## src/i2cm_consts.vh

```
// Constants for the two-wire multimaster bus controller
`ifndef I2CM_CONSTS_VH
`define I2CM_CONSTS_VH

// System clock period
`define I2CM_CLK_PS       5000
// Quarter bit periods per speed category
`define I2CM_QTR_STD_PS   2500000
`define I2CM_QTR_FAST_PS  625000
`define I2CM_QTR_FP_PS    250000
`define I2CM_QTR_HS_PS    73530
// Quarter periods in clock cycles, rounded up
`define I2CM_QTR_STD_CYC  ((`I2CM_QTR_STD_PS + `I2CM_CLK_PS - 1) / `I2CM_CLK_PS)
`define I2CM_QTR_FAST_CYC ((`I2CM_QTR_FAST_PS + `I2CM_CLK_PS - 1) / `I2CM_CLK_PS)
`define I2CM_QTR_FP_CYC   ((`I2CM_QTR_FP_PS + `I2CM_CLK_PS - 1) / `I2CM_CLK_PS)
`define I2CM_QTR_HS_CYC   ((`I2CM_QTR_HS_PS + `I2CM_CLK_PS - 1) / `I2CM_CLK_PS)
`define I2CM_DIV_W        10

// Speed selection
`define I2CM_SPD_STD      2'h0
`define I2CM_SPD_FAST     2'h1
`define I2CM_SPD_FP       2'h2

// Command operations
`define I2CM_OP_START     2'h0
`define I2CM_OP_WRITE     2'h1
`define I2CM_OP_READ      2'h2
`define I2CM_OP_STOP      2'h3

// Master code group and byte layout
`define I2CM_MC_GROUP     5'h01
`define I2CM_ACK_BIT      4'h8
`define I2CM_READ_FILL    8'hff
`define I2CM_LAST_PH      3'h4

// Deglitch length in cycles
`define I2CM_GLITCH_CYC   2'h3
`define I2CM_GLITCH_W     2

// Open-drain drive level
`define I2CM_LINE_LOW     1'b0

`endif

```

## src/i2cm_line_filter.v

```verilog
// Synchroniser and deglitch filter for the two bus lines
`timescale 1ns/1ps
`include "i2cm_consts.vh"

module i2cm_line_filter
(
   input  wire       clk,
   input  wire       rst,
   input  wire [1:0] lineIn,
   output wire [1:0] lineOut
);

   genvar i;

   generate
      for (i = 0; i < 2; i = i + 1)
      begin : gLine
         reg                      sync1_reg;
         reg                      sync2_reg;
         reg                      out_reg;
         reg [`I2CM_GLITCH_W-1:0] cnt_reg;

         always @(posedge clk or posedge rst)
         begin
            if (rst)
            begin
               sync1_reg <= 1'b1;
               sync2_reg <= 1'b1;
               out_reg   <= 1'b1;
               cnt_reg   <= {`I2CM_GLITCH_W{1'b0}};
            end
            else
            begin
               sync1_reg <= lineIn[i];
               sync2_reg <= sync1_reg;
               // New level must persist before it is taken
               if (sync2_reg == out_reg)
                  cnt_reg <= {`I2CM_GLITCH_W{1'b0}};
               else if (cnt_reg == `I2CM_GLITCH_CYC - 2'h1)
               begin
                  out_reg <= sync2_reg;
                  cnt_reg <= {`I2CM_GLITCH_W{1'b0}};
               end
               else
                  cnt_reg <= cnt_reg + 2'h1;
            end
         end

         assign lineOut[i] = out_reg;
      end
   endgenerate

endmodule

```

## src/i2cm_rate_div.v

```verilog
// Quarter bit period tick divider
`timescale 1ns/1ps
`include "i2cm_consts.vh"

module i2cm_rate_div
(
   input  wire       clk,
   input  wire       rst,
   input  wire [1:0] rateSel,
   input  wire       hsMode,
   output reg        tick
);

   reg  [`I2CM_DIV_W-1:0] cnt_reg;
   reg  [`I2CM_DIV_W-1:0] reload;

   // ****************************************
   // Reload value per speed
   // ****************************************
   localparam integer RLD_STD  = `I2CM_QTR_STD_CYC - 1;
   localparam integer RLD_FAST = `I2CM_QTR_FAST_CYC - 1;
   localparam integer RLD_FP   = `I2CM_QTR_FP_CYC - 1;
   localparam integer RLD_HS   = `I2CM_QTR_HS_CYC - 1;

   always @*
   begin
      if (hsMode)
         reload = RLD_HS[`I2CM_DIV_W-1:0];
      else if (rateSel == `I2CM_SPD_FAST)
         reload = RLD_FAST[`I2CM_DIV_W-1:0];
      else if (rateSel == `I2CM_SPD_FP)
         reload = RLD_FP[`I2CM_DIV_W-1:0];
      else
         reload = RLD_STD[`I2CM_DIV_W-1:0];
   end

   always @(posedge clk or posedge rst)
   begin
      if (rst)
      begin
         cnt_reg <= {`I2CM_DIV_W{1'b0}};
         tick    <= 1'b0;
      end
      else if (cnt_reg == {`I2CM_DIV_W{1'b0}})
      begin
         cnt_reg <= reload;
         tick    <= 1'b1;
      end
      else
      begin
         cnt_reg <= cnt_reg - 1'b1;
         tick    <= 1'b0;
      end
   end

endmodule

```

## src/i2cm_master.v

```verilog
// Two-wire multimaster bus controller, byte level command engine
// Behaviour
// [RULE_01] Master makes the clock line and alone starts and ends transfers.
// [RULE_02] Lines are only pulled low or released, never driven high.
// [RULE_03] Start: data line falls while clock line is high.
// [RULE_04] After a start the bus is busy for every participant.
// [RULE_05] After start, send seven address bits then one direction bit.
// [RULE_06] Only the slave whose address matches acknowledges.
// [RULE_07] Data phase follows only after the address was acknowledged.
// [RULE_08] Write: place bit on data line, then one clock pulse.
// [RULE_09] Read: release data line, pulse clock, sample while clock high.
// [RULE_10] Data line never changes while clock high, except start/stop.
// [RULE_11] Stop: data line rises while clock high; bus then free.
// [RULE_12] After releasing a line, sample it to see it went high.
// [RULE_13] Data low after release means arbitration lost; wait for stop.
// [RULE_14] Four speeds: standard, fast, fast-plus and high-speed.
// [RULE_15] Slaves answer a seven-bit address, upper four fixed, lower three pins.
// [RULE_16] Each high-speed master owns a unique three-bit master code.
// [RULE_17] High-speed transfer opens with start and master code at slow rate.
// [RULE_18] Master code is never acknowledged; its ack slot stays high.
// [RULE_19] After master code: repeated start, then bytes at high-speed rate.
// [RULE_20] In high-speed mode arbitration is checked only during master code.
// [RULE_21] Master code is group 00001 then the three own code bits.
// [RULE_22] Released clock must go high; wait while a slave holds it low.
// [RULE_23] Polling resends start, address and direction until acknowledged.
// [RULE_24] Each byte has a ninth pulse where the receiver acknowledges low.
// [RULE_25] Both incoming lines are synchronised and deglitched before use.
`timescale 1ns/1ps
`include "i2cm_consts.vh"

module i2cm_master
(
   input  wire       clk,
   input  wire       rst,
   input  wire [1:0] speedSel,
   input  wire [2:0] masterCode,
   input  wire       cmdValid,
   output wire       cmdReady,
   input  wire [1:0] cmdOp,
   input  wire [7:0] cmdData,
   input  wire       cmdHs,
   input  wire       cmdPoll,
   input  wire       cmdNack,
   output reg        rspValid,
   output reg  [7:0] rspData,
   output reg        rspAck,
   output reg        arbLost,
   output reg        busBusy,
   input  wire       sclIn,
   output wire       sclOut,
   output wire       sclOe,
   input  wire       sdaIn,
   output wire       sdaOut,
   output wire       sdaOe
);

   // ****************************************
   // States
   // ****************************************
   localparam ST_IDLE  = 3'h0;
   localparam ST_START = 3'h1;
   localparam ST_BIT   = 3'h2;
   localparam ST_HOLD  = 3'h3;
   localparam ST_STOP  = 3'h4;
   localparam ST_LOST  = 3'h5;

   reg  [2:0] state_reg;
   reg  [2:0] ph_reg;
   reg  [3:0] bitCnt_reg;
   reg  [8:0] shift_reg;
   reg  [8:0] rxShift_reg;
   reg  [7:0] addrByte_reg;
   reg        sclLow_reg;
   reg        sdaLow_reg;
   reg        hsActive_reg;
   reg        mcPhase_reg;
   reg        txOwn_reg;
   reg        isAddr_reg;
   reg        poll_reg;
   reg        sdaPrev_reg;

   wire [1:0] lineF;
   wire       sclF;
   wire       sdaF;
   wire       tick;
   wire       take;
   wire       ackLow;

   // ****************************************
   // Line conditioning and rate
   // ****************************************
   i2cm_line_filter uFilter
   (
      .clk     (clk),
      .rst     (rst),
      .lineIn  ({sclIn, sdaIn}),
      .lineOut (lineF)
   );

   assign sclF = lineF[1];
   assign sdaF = lineF[0];   // [RULE_25]

   i2cm_rate_div uDiv
   (
      .clk     (clk),
      .rst     (rst),
      .rateSel (speedSel),
      .hsMode  (hsActive_reg),
      .tick    (tick)
   );   // [RULE_14]

   // Open drain: output level fixed low, enable pulls the line
   assign sclOut = `I2CM_LINE_LOW;
   assign sdaOut = `I2CM_LINE_LOW;
   assign sclOe  = sclLow_reg;   // [RULE_01] [RULE_02]
   assign sdaOe  = sdaLow_reg;   // [RULE_02]

   assign cmdReady = ((state_reg == ST_IDLE) && !busBusy) || (state_reg == ST_HOLD);
   assign take     = cmdValid && cmdReady;
   assign ackLow   = ~rxShift_reg[0];

   // ****************************************
   // Bus monitor
   // ****************************************
   always @(posedge clk or posedge rst)
   begin
      if (rst)
      begin
         sdaPrev_reg <= 1'b1;
         busBusy     <= 1'b0;
      end
      else
      begin
         sdaPrev_reg <= sdaF;
         if (sclF && sdaPrev_reg && !sdaF)
            busBusy <= 1'b1;   // [RULE_04]
         else if (sclF && !sdaPrev_reg && sdaF)
            busBusy <= 1'b0;   // [RULE_11]
      end
   end

   // ****************************************
   // Transfer engine
   // ****************************************
   always @(posedge clk or posedge rst)
   begin
      if (rst)
      begin
         state_reg    <= ST_IDLE;
         ph_reg       <= 3'h0;
         bitCnt_reg   <= 4'h0;
         shift_reg    <= 9'h1ff;
         rxShift_reg  <= 9'h1ff;
         addrByte_reg <= 8'h00;
         sclLow_reg   <= 1'b0;
         sdaLow_reg   <= 1'b0;
         hsActive_reg <= 1'b0;
         mcPhase_reg  <= 1'b0;
         txOwn_reg    <= 1'b0;
         isAddr_reg   <= 1'b0;
         poll_reg     <= 1'b0;
         rspValid     <= 1'b0;
         rspData      <= 8'h00;
         rspAck       <= 1'b0;
         arbLost      <= 1'b0;
      end
      else
      begin
         rspValid <= 1'b0;
         arbLost  <= 1'b0;
         case (state_reg)
            ST_IDLE:
            begin
               sclLow_reg   <= 1'b0;
               sdaLow_reg   <= 1'b0;
               hsActive_reg <= 1'b0;
               if (take && (cmdOp == `I2CM_OP_START))
               begin
                  addrByte_reg <= cmdData;
                  poll_reg     <= cmdPoll;
                  mcPhase_reg  <= cmdHs;   // [RULE_17]
                  ph_reg       <= 3'h0;
                  state_reg    <= ST_START;
               end
            end

            ST_START:
            begin
               if (tick)
               begin
                  case (ph_reg)
                     3'h0:
                     begin
                        sdaLow_reg <= 1'b0;   // [RULE_10]
                        ph_reg     <= 3'h1;
                     end
                     3'h1:
                     begin
                        sclLow_reg <= 1'b0;
                        ph_reg     <= 3'h2;
                     end
                     3'h2:
                     begin
                        if (!sdaF && !busBusy && sclF)
                        begin
                           arbLost   <= 1'b1;   // [RULE_12] [RULE_13]
                           state_reg <= ST_LOST;
                        end
                        else if (sclF && sdaF)
                           ph_reg <= 3'h3;   // [RULE_22]
                     end
                     3'h3:
                     begin
                        sdaLow_reg <= 1'b1;   // [RULE_03]
                        ph_reg     <= `I2CM_LAST_PH;
                     end
                     default:
                     begin
                        sclLow_reg <= 1'b1;
                        bitCnt_reg <= 4'h0;
                        txOwn_reg  <= 1'b1;
                        ph_reg     <= 3'h0;
                        state_reg  <= ST_BIT;
                        if (mcPhase_reg)
                        begin
                           shift_reg  <= {`I2CM_MC_GROUP, masterCode, 1'b1};   // [RULE_16] [RULE_21]
                           isAddr_reg <= 1'b0;
                        end
                        else
                        begin
                           shift_reg  <= {addrByte_reg, 1'b1};   // [RULE_05]
                           isAddr_reg <= 1'b1;
                        end
                     end
                  endcase
               end
            end

            ST_BIT:
            begin
               if (tick)
               begin
                  case (ph_reg)
                     3'h0:
                     begin
                        sdaLow_reg <= ~shift_reg[8];   // [RULE_08] [RULE_09] [RULE_24]
                        ph_reg     <= 3'h1;
                     end
                     3'h1:
                     begin
                        sclLow_reg <= 1'b0;
                        ph_reg     <= 3'h2;
                     end
                     3'h2:
                     begin
                        if (sclF)
                        begin
                           rxShift_reg <= {rxShift_reg[7:0], sdaF};   // [RULE_09] [RULE_22]
                           ph_reg      <= 3'h3;
                           if (txOwn_reg && (bitCnt_reg < `I2CM_ACK_BIT) && shift_reg[8]
                               && !sdaF && !hsActive_reg)
                           begin
                              arbLost    <= 1'b1;   // [RULE_12] [RULE_13] [RULE_20]
                              sclLow_reg <= 1'b0;
                              sdaLow_reg <= 1'b0;
                              state_reg  <= ST_LOST;
                           end
                        end
                     end
                     default:
                     begin
                        sclLow_reg <= 1'b1;
                        shift_reg  <= {shift_reg[7:0], 1'b1};
                        bitCnt_reg <= bitCnt_reg + 4'h1;
                        ph_reg     <= 3'h0;
                        if (bitCnt_reg == `I2CM_ACK_BIT)
                        begin
                           if (mcPhase_reg)
                           begin
                              mcPhase_reg  <= 1'b0;   // [RULE_18]
                              hsActive_reg <= 1'b1;   // [RULE_19]
                              state_reg    <= ST_START;
                           end
                           else if (isAddr_reg && !ackLow && poll_reg)
                              state_reg <= ST_START;   // [RULE_23]
                           else
                           begin
                              rspValid  <= 1'b1;
                              rspData   <= rxShift_reg[8:1];
                              rspAck    <= ackLow;
                              state_reg <= (isAddr_reg && !ackLow) ? ST_STOP : ST_HOLD;   // [RULE_07]
                           end
                        end
                     end
                  endcase
               end
            end

            ST_HOLD:
            begin
               if (take)
               begin
                  ph_reg     <= 3'h0;
                  bitCnt_reg <= 4'h0;
                  if (cmdOp == `I2CM_OP_WRITE)
                  begin
                     shift_reg  <= {cmdData, 1'b1};
                     txOwn_reg  <= 1'b1;
                     isAddr_reg <= 1'b0;
                     state_reg  <= ST_BIT;
                  end
                  else if (cmdOp == `I2CM_OP_READ)
                  begin
                     shift_reg  <= {`I2CM_READ_FILL, cmdNack};   // [RULE_24]
                     txOwn_reg  <= 1'b0;
                     isAddr_reg <= 1'b0;
                     state_reg  <= ST_BIT;
                  end
                  else if (cmdOp == `I2CM_OP_START)
                  begin
                     addrByte_reg <= cmdData;
                     poll_reg     <= cmdPoll;
                     mcPhase_reg  <= cmdHs && !hsActive_reg;
                     state_reg    <= ST_START;
                  end
                  else
                     state_reg <= ST_STOP;
               end
            end

            ST_STOP:
            begin
               if (tick)
               begin
                  case (ph_reg)
                     3'h0:
                     begin
                        sdaLow_reg <= 1'b1;
                        ph_reg     <= 3'h1;
                     end
                     3'h1:
                     begin
                        sclLow_reg <= 1'b0;
                        ph_reg     <= 3'h2;
                     end
                     3'h2:
                     begin
                        if (sclF)
                           ph_reg <= 3'h3;   // [RULE_22]
                     end
                     3'h3:
                     begin
                        sdaLow_reg <= 1'b0;   // [RULE_11]
                        ph_reg     <= `I2CM_LAST_PH;
                     end
                     default:
                     begin
                        ph_reg    <= 3'h0;
                        state_reg <= ST_IDLE;
                     end
                  endcase
               end
            end

            default:
            begin
               sclLow_reg   <= 1'b0;
               sdaLow_reg   <= 1'b0;
               hsActive_reg <= 1'b0;
               mcPhase_reg  <= 1'b0;
               if (!busBusy)
                  state_reg <= ST_IDLE;   // [RULE_13]
            end
         endcase
      end
   end

endmodule

```

## config.mk

```make
export PLATFORM = sky130hd
export DESIGN_NAME = i2cm_master
export DESIGN_NICKNAME = d
export VERILOG_FILES = /design/src/i2cm_line_filter.v /design/src/i2cm_rate_div.v /design/src/i2cm_master.v
export VERILOG_INCLUDE_DIRS = /design/src
export SDC_FILE = /design/constraint.sdc
export NUM_CORES = 1
export LEC_CHECK = 0
export ABC_AREA = 1
export ABC_CLOCK_PERIOD_IN_PS = 2950
export BUFFER_PORTS_ARGS = -buffer_cell sky130_fd_sc_hd__buf_2
export CORE_UTILIZATION = 50
export DETAILED_ROUTE_END_ITERATION = 7
export GPL_TIMING_DRIVEN = 0
export PLACE_DENSITY = 0.79
export SLEW_MARGIN = 20
export SYNTH_ARGS = -nofsm -noshare
export SYNTH_HDL_FRONTEND = slang
export SYNTH_SLANG_ARGS = --single-unit
export TNS_END_PERCENT = 30
```

## constraint.sdc

```tcl
create_clock -name clk -period 2.95 [get_ports clk]
set_clock_uncertainty 0.15 [all_clocks]
set_input_delay 0.4425 -clock clk [delete_from_list [all_inputs] [get_ports clk]]
set_output_delay 0.4425 -clock clk [all_outputs]
set_load 0.05 [all_outputs]
```

# After elaboration in Yosys (flattened, before gate mapping)

Index checks and enable logic that the tools add are counted.

Register bits: 77
Output and inout port bits: 17
Bits of input ports: 23
Logic and storage cells: 267

Bitwise logic cells: 10
Add/subtract/negate cells: 4
Magnitude comparators: 1
Equality and inequality tests: 45
Reduce and logical (&&, ||, !) cells: 52
Muxes and demuxes: 126

Operators with widths:

| operator             | count |
|---|---|
| $mux W9              | 9 |
| $mux W3              | 25 |
| $mux W1              | 52 |
| $mux W8              | 5 |
| $mux W10             | 3 |
| $pmux W3 S5          | 2 |
| $pmux W9 S3          | 1 |
| $reduce_and A9 Y1    | 3 |
| $ne A2 B2 Y1 const B | 12 |
| $pmux W3 S4          | 2 |
| $mux W4              | 5 |
| $pmux W1 S2          | 9 |
| $reduce_and A6 Y1    | 3 |
| $logic_and A1 B1 Y1  | 17 |
| $pmux W8 S2          | 1 |
| $reduce_and A13 Y1   | 1 |
| $eq A3 B2 Y1 const B | 4 |
| $ne A2 B1 Y1 const B | 6 |
| $ne A3 B1 Y1 const B | 4 |
| $ne A3 B3 Y1 const B | 4 |
| $pmux W1 S4          | 3 |
| $pmux W3 S2          | 2 |
| $pmux W4 S3          | 1 |
| $reduce_or A3 Y1     | 4 |
| other kinds (31)     | 60 |

# Depth between registers and ports, before layout

Depth after elaboration: 10
Depth in mapped cells: 11
Mapped depth without buffers: 11

# Cells and area by module

A second synthesis with hierarchy kept.

Cells, all modules: 564
Area total of the unflattened synthesis: 4275.4 um^2

Modules (own cells, without submodules):

| module           | seq. area each (um^2) | cells an instance | area an instance (um^2) | times used |
|---|---|---|---|---|
| i2cm_master      | 1425.1                | 421               | 3146.8                  | 1 |
| i2cm_rate_div    | 275.3                 | 98                | 729.4                   | 1 |
| i2cm_line_filter | 257.7                 | 45                | 399.1                   | 1 |

# Worst setup path before layout

Ideal clock, no wire load.

Kind: register to output
Start: register state_reg[0]
End: output port cmdReady
Buffers on the path: 0
Stages on the path, launching flop included: 6
Required time: 2358 ps
Data arrival time: 1950 ps
Path slack: 407 ps
Path through: dfrtp_1 -> inv_2 -> nand2_1 -> nor2_2 -> inv_1 -> o21ai_0

Cells in the longest elaborated chain, start to end: 3
Elaborated cells on any way between the ends: 4
Classes of those cells: 1 x eq/ne; 3 x reduce/logical

Ends and longest elaborated chain:

| what                     | RTL line          | text |
|---|---|---|
| start: declaration       | i2cm_master.v:67  | `reg [2:0] state_reg;` |
| start signal: assignment | i2cm_master.v:291 | `state_reg <= (isAddr_reg && !ackLow) ? ST_STOP : ST_HOLD;` |
| $logic_not A3 Y1         | i2cm_master.v:118 | `assign cmdReady = ((state_reg == ST_IDLE) && !busBusy) \|\| (state_reg == ST_HOLD);` |
| $logic_and A1 B1 Y1      | i2cm_master.v:118 |  |
| $logic_or A1 B1 Y1 *     | i2cm_master.v:118 |  |
| end: declaration         | i2cm_master.v:38  | `output wire cmdReady,` |

Every way passes the cells marked *; elsewhere a longest branch is shown, timed or not.

# Final worst setup path

Same ends and word-level chain as after synthesis.

==> metrics.md <==
| Metric | Value |
|---|---|
| Hold-fix buffers, CTS | 1 |
| Max_cap viols | 0 |
| Initial antenna violation count | 0 |
| Setup repair after global routing missed its margin | no |
| Minimum clock period | 2424 ps |
| Die height | 92.46 microns |
| Yosys top cell area share | 0.3180 |
| Max FFs per register | 10 |
| Number of global-route vias before repair | 3291 |
| EDFF count, synth | 0 |
| WHS | 37.31 ps |
| Max IR drop VDD | 0.5181 mV |
| Critical Path Source Type | flip-flop |
| P_leak | 2.334 nW |
| Crit Path Category | flip-flop to output port |
| Post-synthesis sequential area ratio | 0.4786 |
| Num rows | 32 |
| Crit path capture type | output port |
| Total track usage | 0.2245 |
| Post-CTS sizing | 0 |
| Yosys warns | 0 |
| Cell total after placement | 652 |
| Starting Density | 0.5240 |
| Pin count of the biggest net entering global routing | 44 |
| P&R area growth vs syn | 13.85% |
| Layout cell share with drive strength beyond 1 | 0.2063 |
| First-pass GRT wire length | 15.00 mm |
| PortBufs | 37 |
| CTS buffer count | 9 |
| Max-slew violation count | 0 |
| Final Hold Fails | 0 |
| Crit path DAT | 1830 ps |
| Mapped Cells | 511 |
| CTS HTree Levels | 3 |
| Routed wire length | 8.895 mm |
| Skew-Pair Late Insertion Delay | 350 ps |
| Final nets | 595 |
| First-pass DRT Iterations | 5 |
| Most frequent cells after synthesis | nand2_1 (157), inv_1 (57), dfrtp_1 (52), o21ai_0 (44) |
| Ports | 40 |
| Cell area after synthesis | 0.004091 sq mm |
| CTS clk-pin slew, worst paths | 80 ps |
| HPWL Detailed | 6.411 mm |
| Die X | 92.46 microns |
| Core Region | 0.007807 sq mm |
| Fin crit share | 0.8216 |
| # DRC | 0 |
| Antenna-violating nets left | 0 |
| Max Buffers Root-to-Sink | 2 |
| TritonCTS clock tree | yes |
| Initial DRC Count | 262 |
| Clk root buf | clkbuf_8 |
| Status | complete, no violations |
| FFs w/ async S/R, synth | 1.000 |
| Antenna diode count | 0 |
| WL per Instance | 13.30 microns |
| Crit Path Max Fanout | 6 |
| Grt ovf | 0 |
| Final TNS setup | 0 ps |
| Worst hold path type | primary input to flip-flop |
| Worst reg-to-reg path cell count | 10 |
| Routed vias/inst | 5.281 |
| Vias | 3533 |
| Largest area contributor in the netlist | dfrtp_1 |
| GPL Wtd Cong | 0.8773 |
| Synth unique cells | 36 |
| Fill cells | 693 |
| Postcts setup bufs | 0 |
| Hold depth | 1 |
| FMAX | 412.6 MHz |
| Main flop type after synthesis | dfrtp_1 |
| Mean Syn Cell Area | 8.007 sq um |
| Die Footprint | 0.008549 sq mm |
| Power per Cell Area | 961.0 mW/mm^2 |
| Layout Cells excl Fill | 669 |
| Required time worst endpoint | 2360 ps |
| Seq cells post-synth | 77 |
| Setup-failing EPs final | 0 |
| Clk sinks | 77 |
| Synth area leaders | dfrtp_1 (32%), dfstp_2 (16%), nand2_1 (14%), o21ai_0 (5.4%), inv_1 (5.2%) |
| Most frequent cell after synthesis | nand2_1 |
-- power by group --
group	switching (W)	internal, W
clock	0.000382	0.000499
combinational	0.00134	0.000667
sequential	0.000220	0.00137
total	0.00194	0.00253
-- per-layer routing --
| metal | share of wire | vias up | routed length (microns) | GRT usage |
|---|---|---|---|---|
| met3 | 0.062 | 11 | 548 | 0.05747 |
| met5 | 0 | - | 0 | 0 |
| met1 | 0.46 | 1659 | 4092 | 0.3013 |
| met4 | 0.013 | 0 | 116 | 0.07161 |
| met2 | 0.47 | 119 | 4138 | 0.3556 |
| li1 | - | 1744 | - | - |
-- path summary, 6_finish.rpt --
check                                             end  slack, ps                       start
hold / removal             uFilter.gLine[0].sync1_reg         40                       sdaIn
hold reg to reg            uFilter.gLine[0].sync2_reg        210  uFilter.gLine[0].sync1_reg
max in group asynchronous  uFilter.gLine[0].sync2_reg       1520                         rst
setup reg to reg                           rspData[5]        840               bitCnt_reg[0]
min in group asynchronous                       sclOe        500                         rst
setup / recovery                             cmdReady        530                state_reg[0]
-- metrics by stage --
| step | power (W) | setup slack (ps) | util | cell area (sq um) |
|---|---|---|---|---|
| detailed placement | 0.003582 | 859.3 | 0.5675 | 4431 |
| finish | 0.004477 | 526.3 | 0.5966 | 4658 |
| global placement | 0.003509 | -454.6 | 0.5646 | 4408 |
| floorplan | 0.003104 | 407.3 | - | 4095 |
| global route | 0.004814 | 423.9 | 0.5966 | 4658 |
| CTS | 0.004477 | 510.6 | 0.5966 | 4658 |
-- worst max-delay path: stages (launching register included) --
cell	delay, ps
dfrtp_1	460
inv_2	100
nand2_1	70
nor2_2	230
inv_1	110
o21ai_0	200
buf_2	300
-- cell type report --
type                    count  area, sq um  area share
inverters                  65        246.5     0.05291
well taps                 102        127.6     0.02740
plain buffers               9        63.81     0.01370
flip-flops and latches     77         1958      0.4204
multi-input cells         361         1829      0.3927
clock buffers              12        145.1     0.03116
clock inverters             4        72.57     0.01558
repair buffers             39        215.2     0.04620
-- cells in the final DEF, fill, tap and decap left out, types with 2 or more instances in the layout --
cell	n
buf_4	3
o21ai_2	9
xnor2_1	2
nor2_2	4
nand4_1	5
nor2_4	3
o211ai_1	9
a31oi_1	2
buf_2	40
nor2_1	32
nor3_1	6
a21oi_1	17
buf_6	2
conb_1	2
o21ai_1	4
nand3_2	4
xor2_1	8
nand2_1	157
bufinv_16	2
nand3_1	32
o31ai_1	2
ha_1	10
dfstp_2	25
o21ai_0	44
or2_2	2
inv_1	56
dfrtp_1	52
clkinv_1	2
inv_2	6
clkbuf_8	10
clkbuf_1	3
-- logic make-up after synthesis --
group                    share of synthesized area
AO/OA/AOI/OAI                               0.1278
XOR/XNOR                                   0.02141
adder cells (fa/ha/maj)                    0.03058
buffers and inverters                      0.07523
flip-flops                                  0.4786
other                                    0.0009166
AND/OR/NAND/NOR                             0.2654
(Power assumes the default switching activity.)
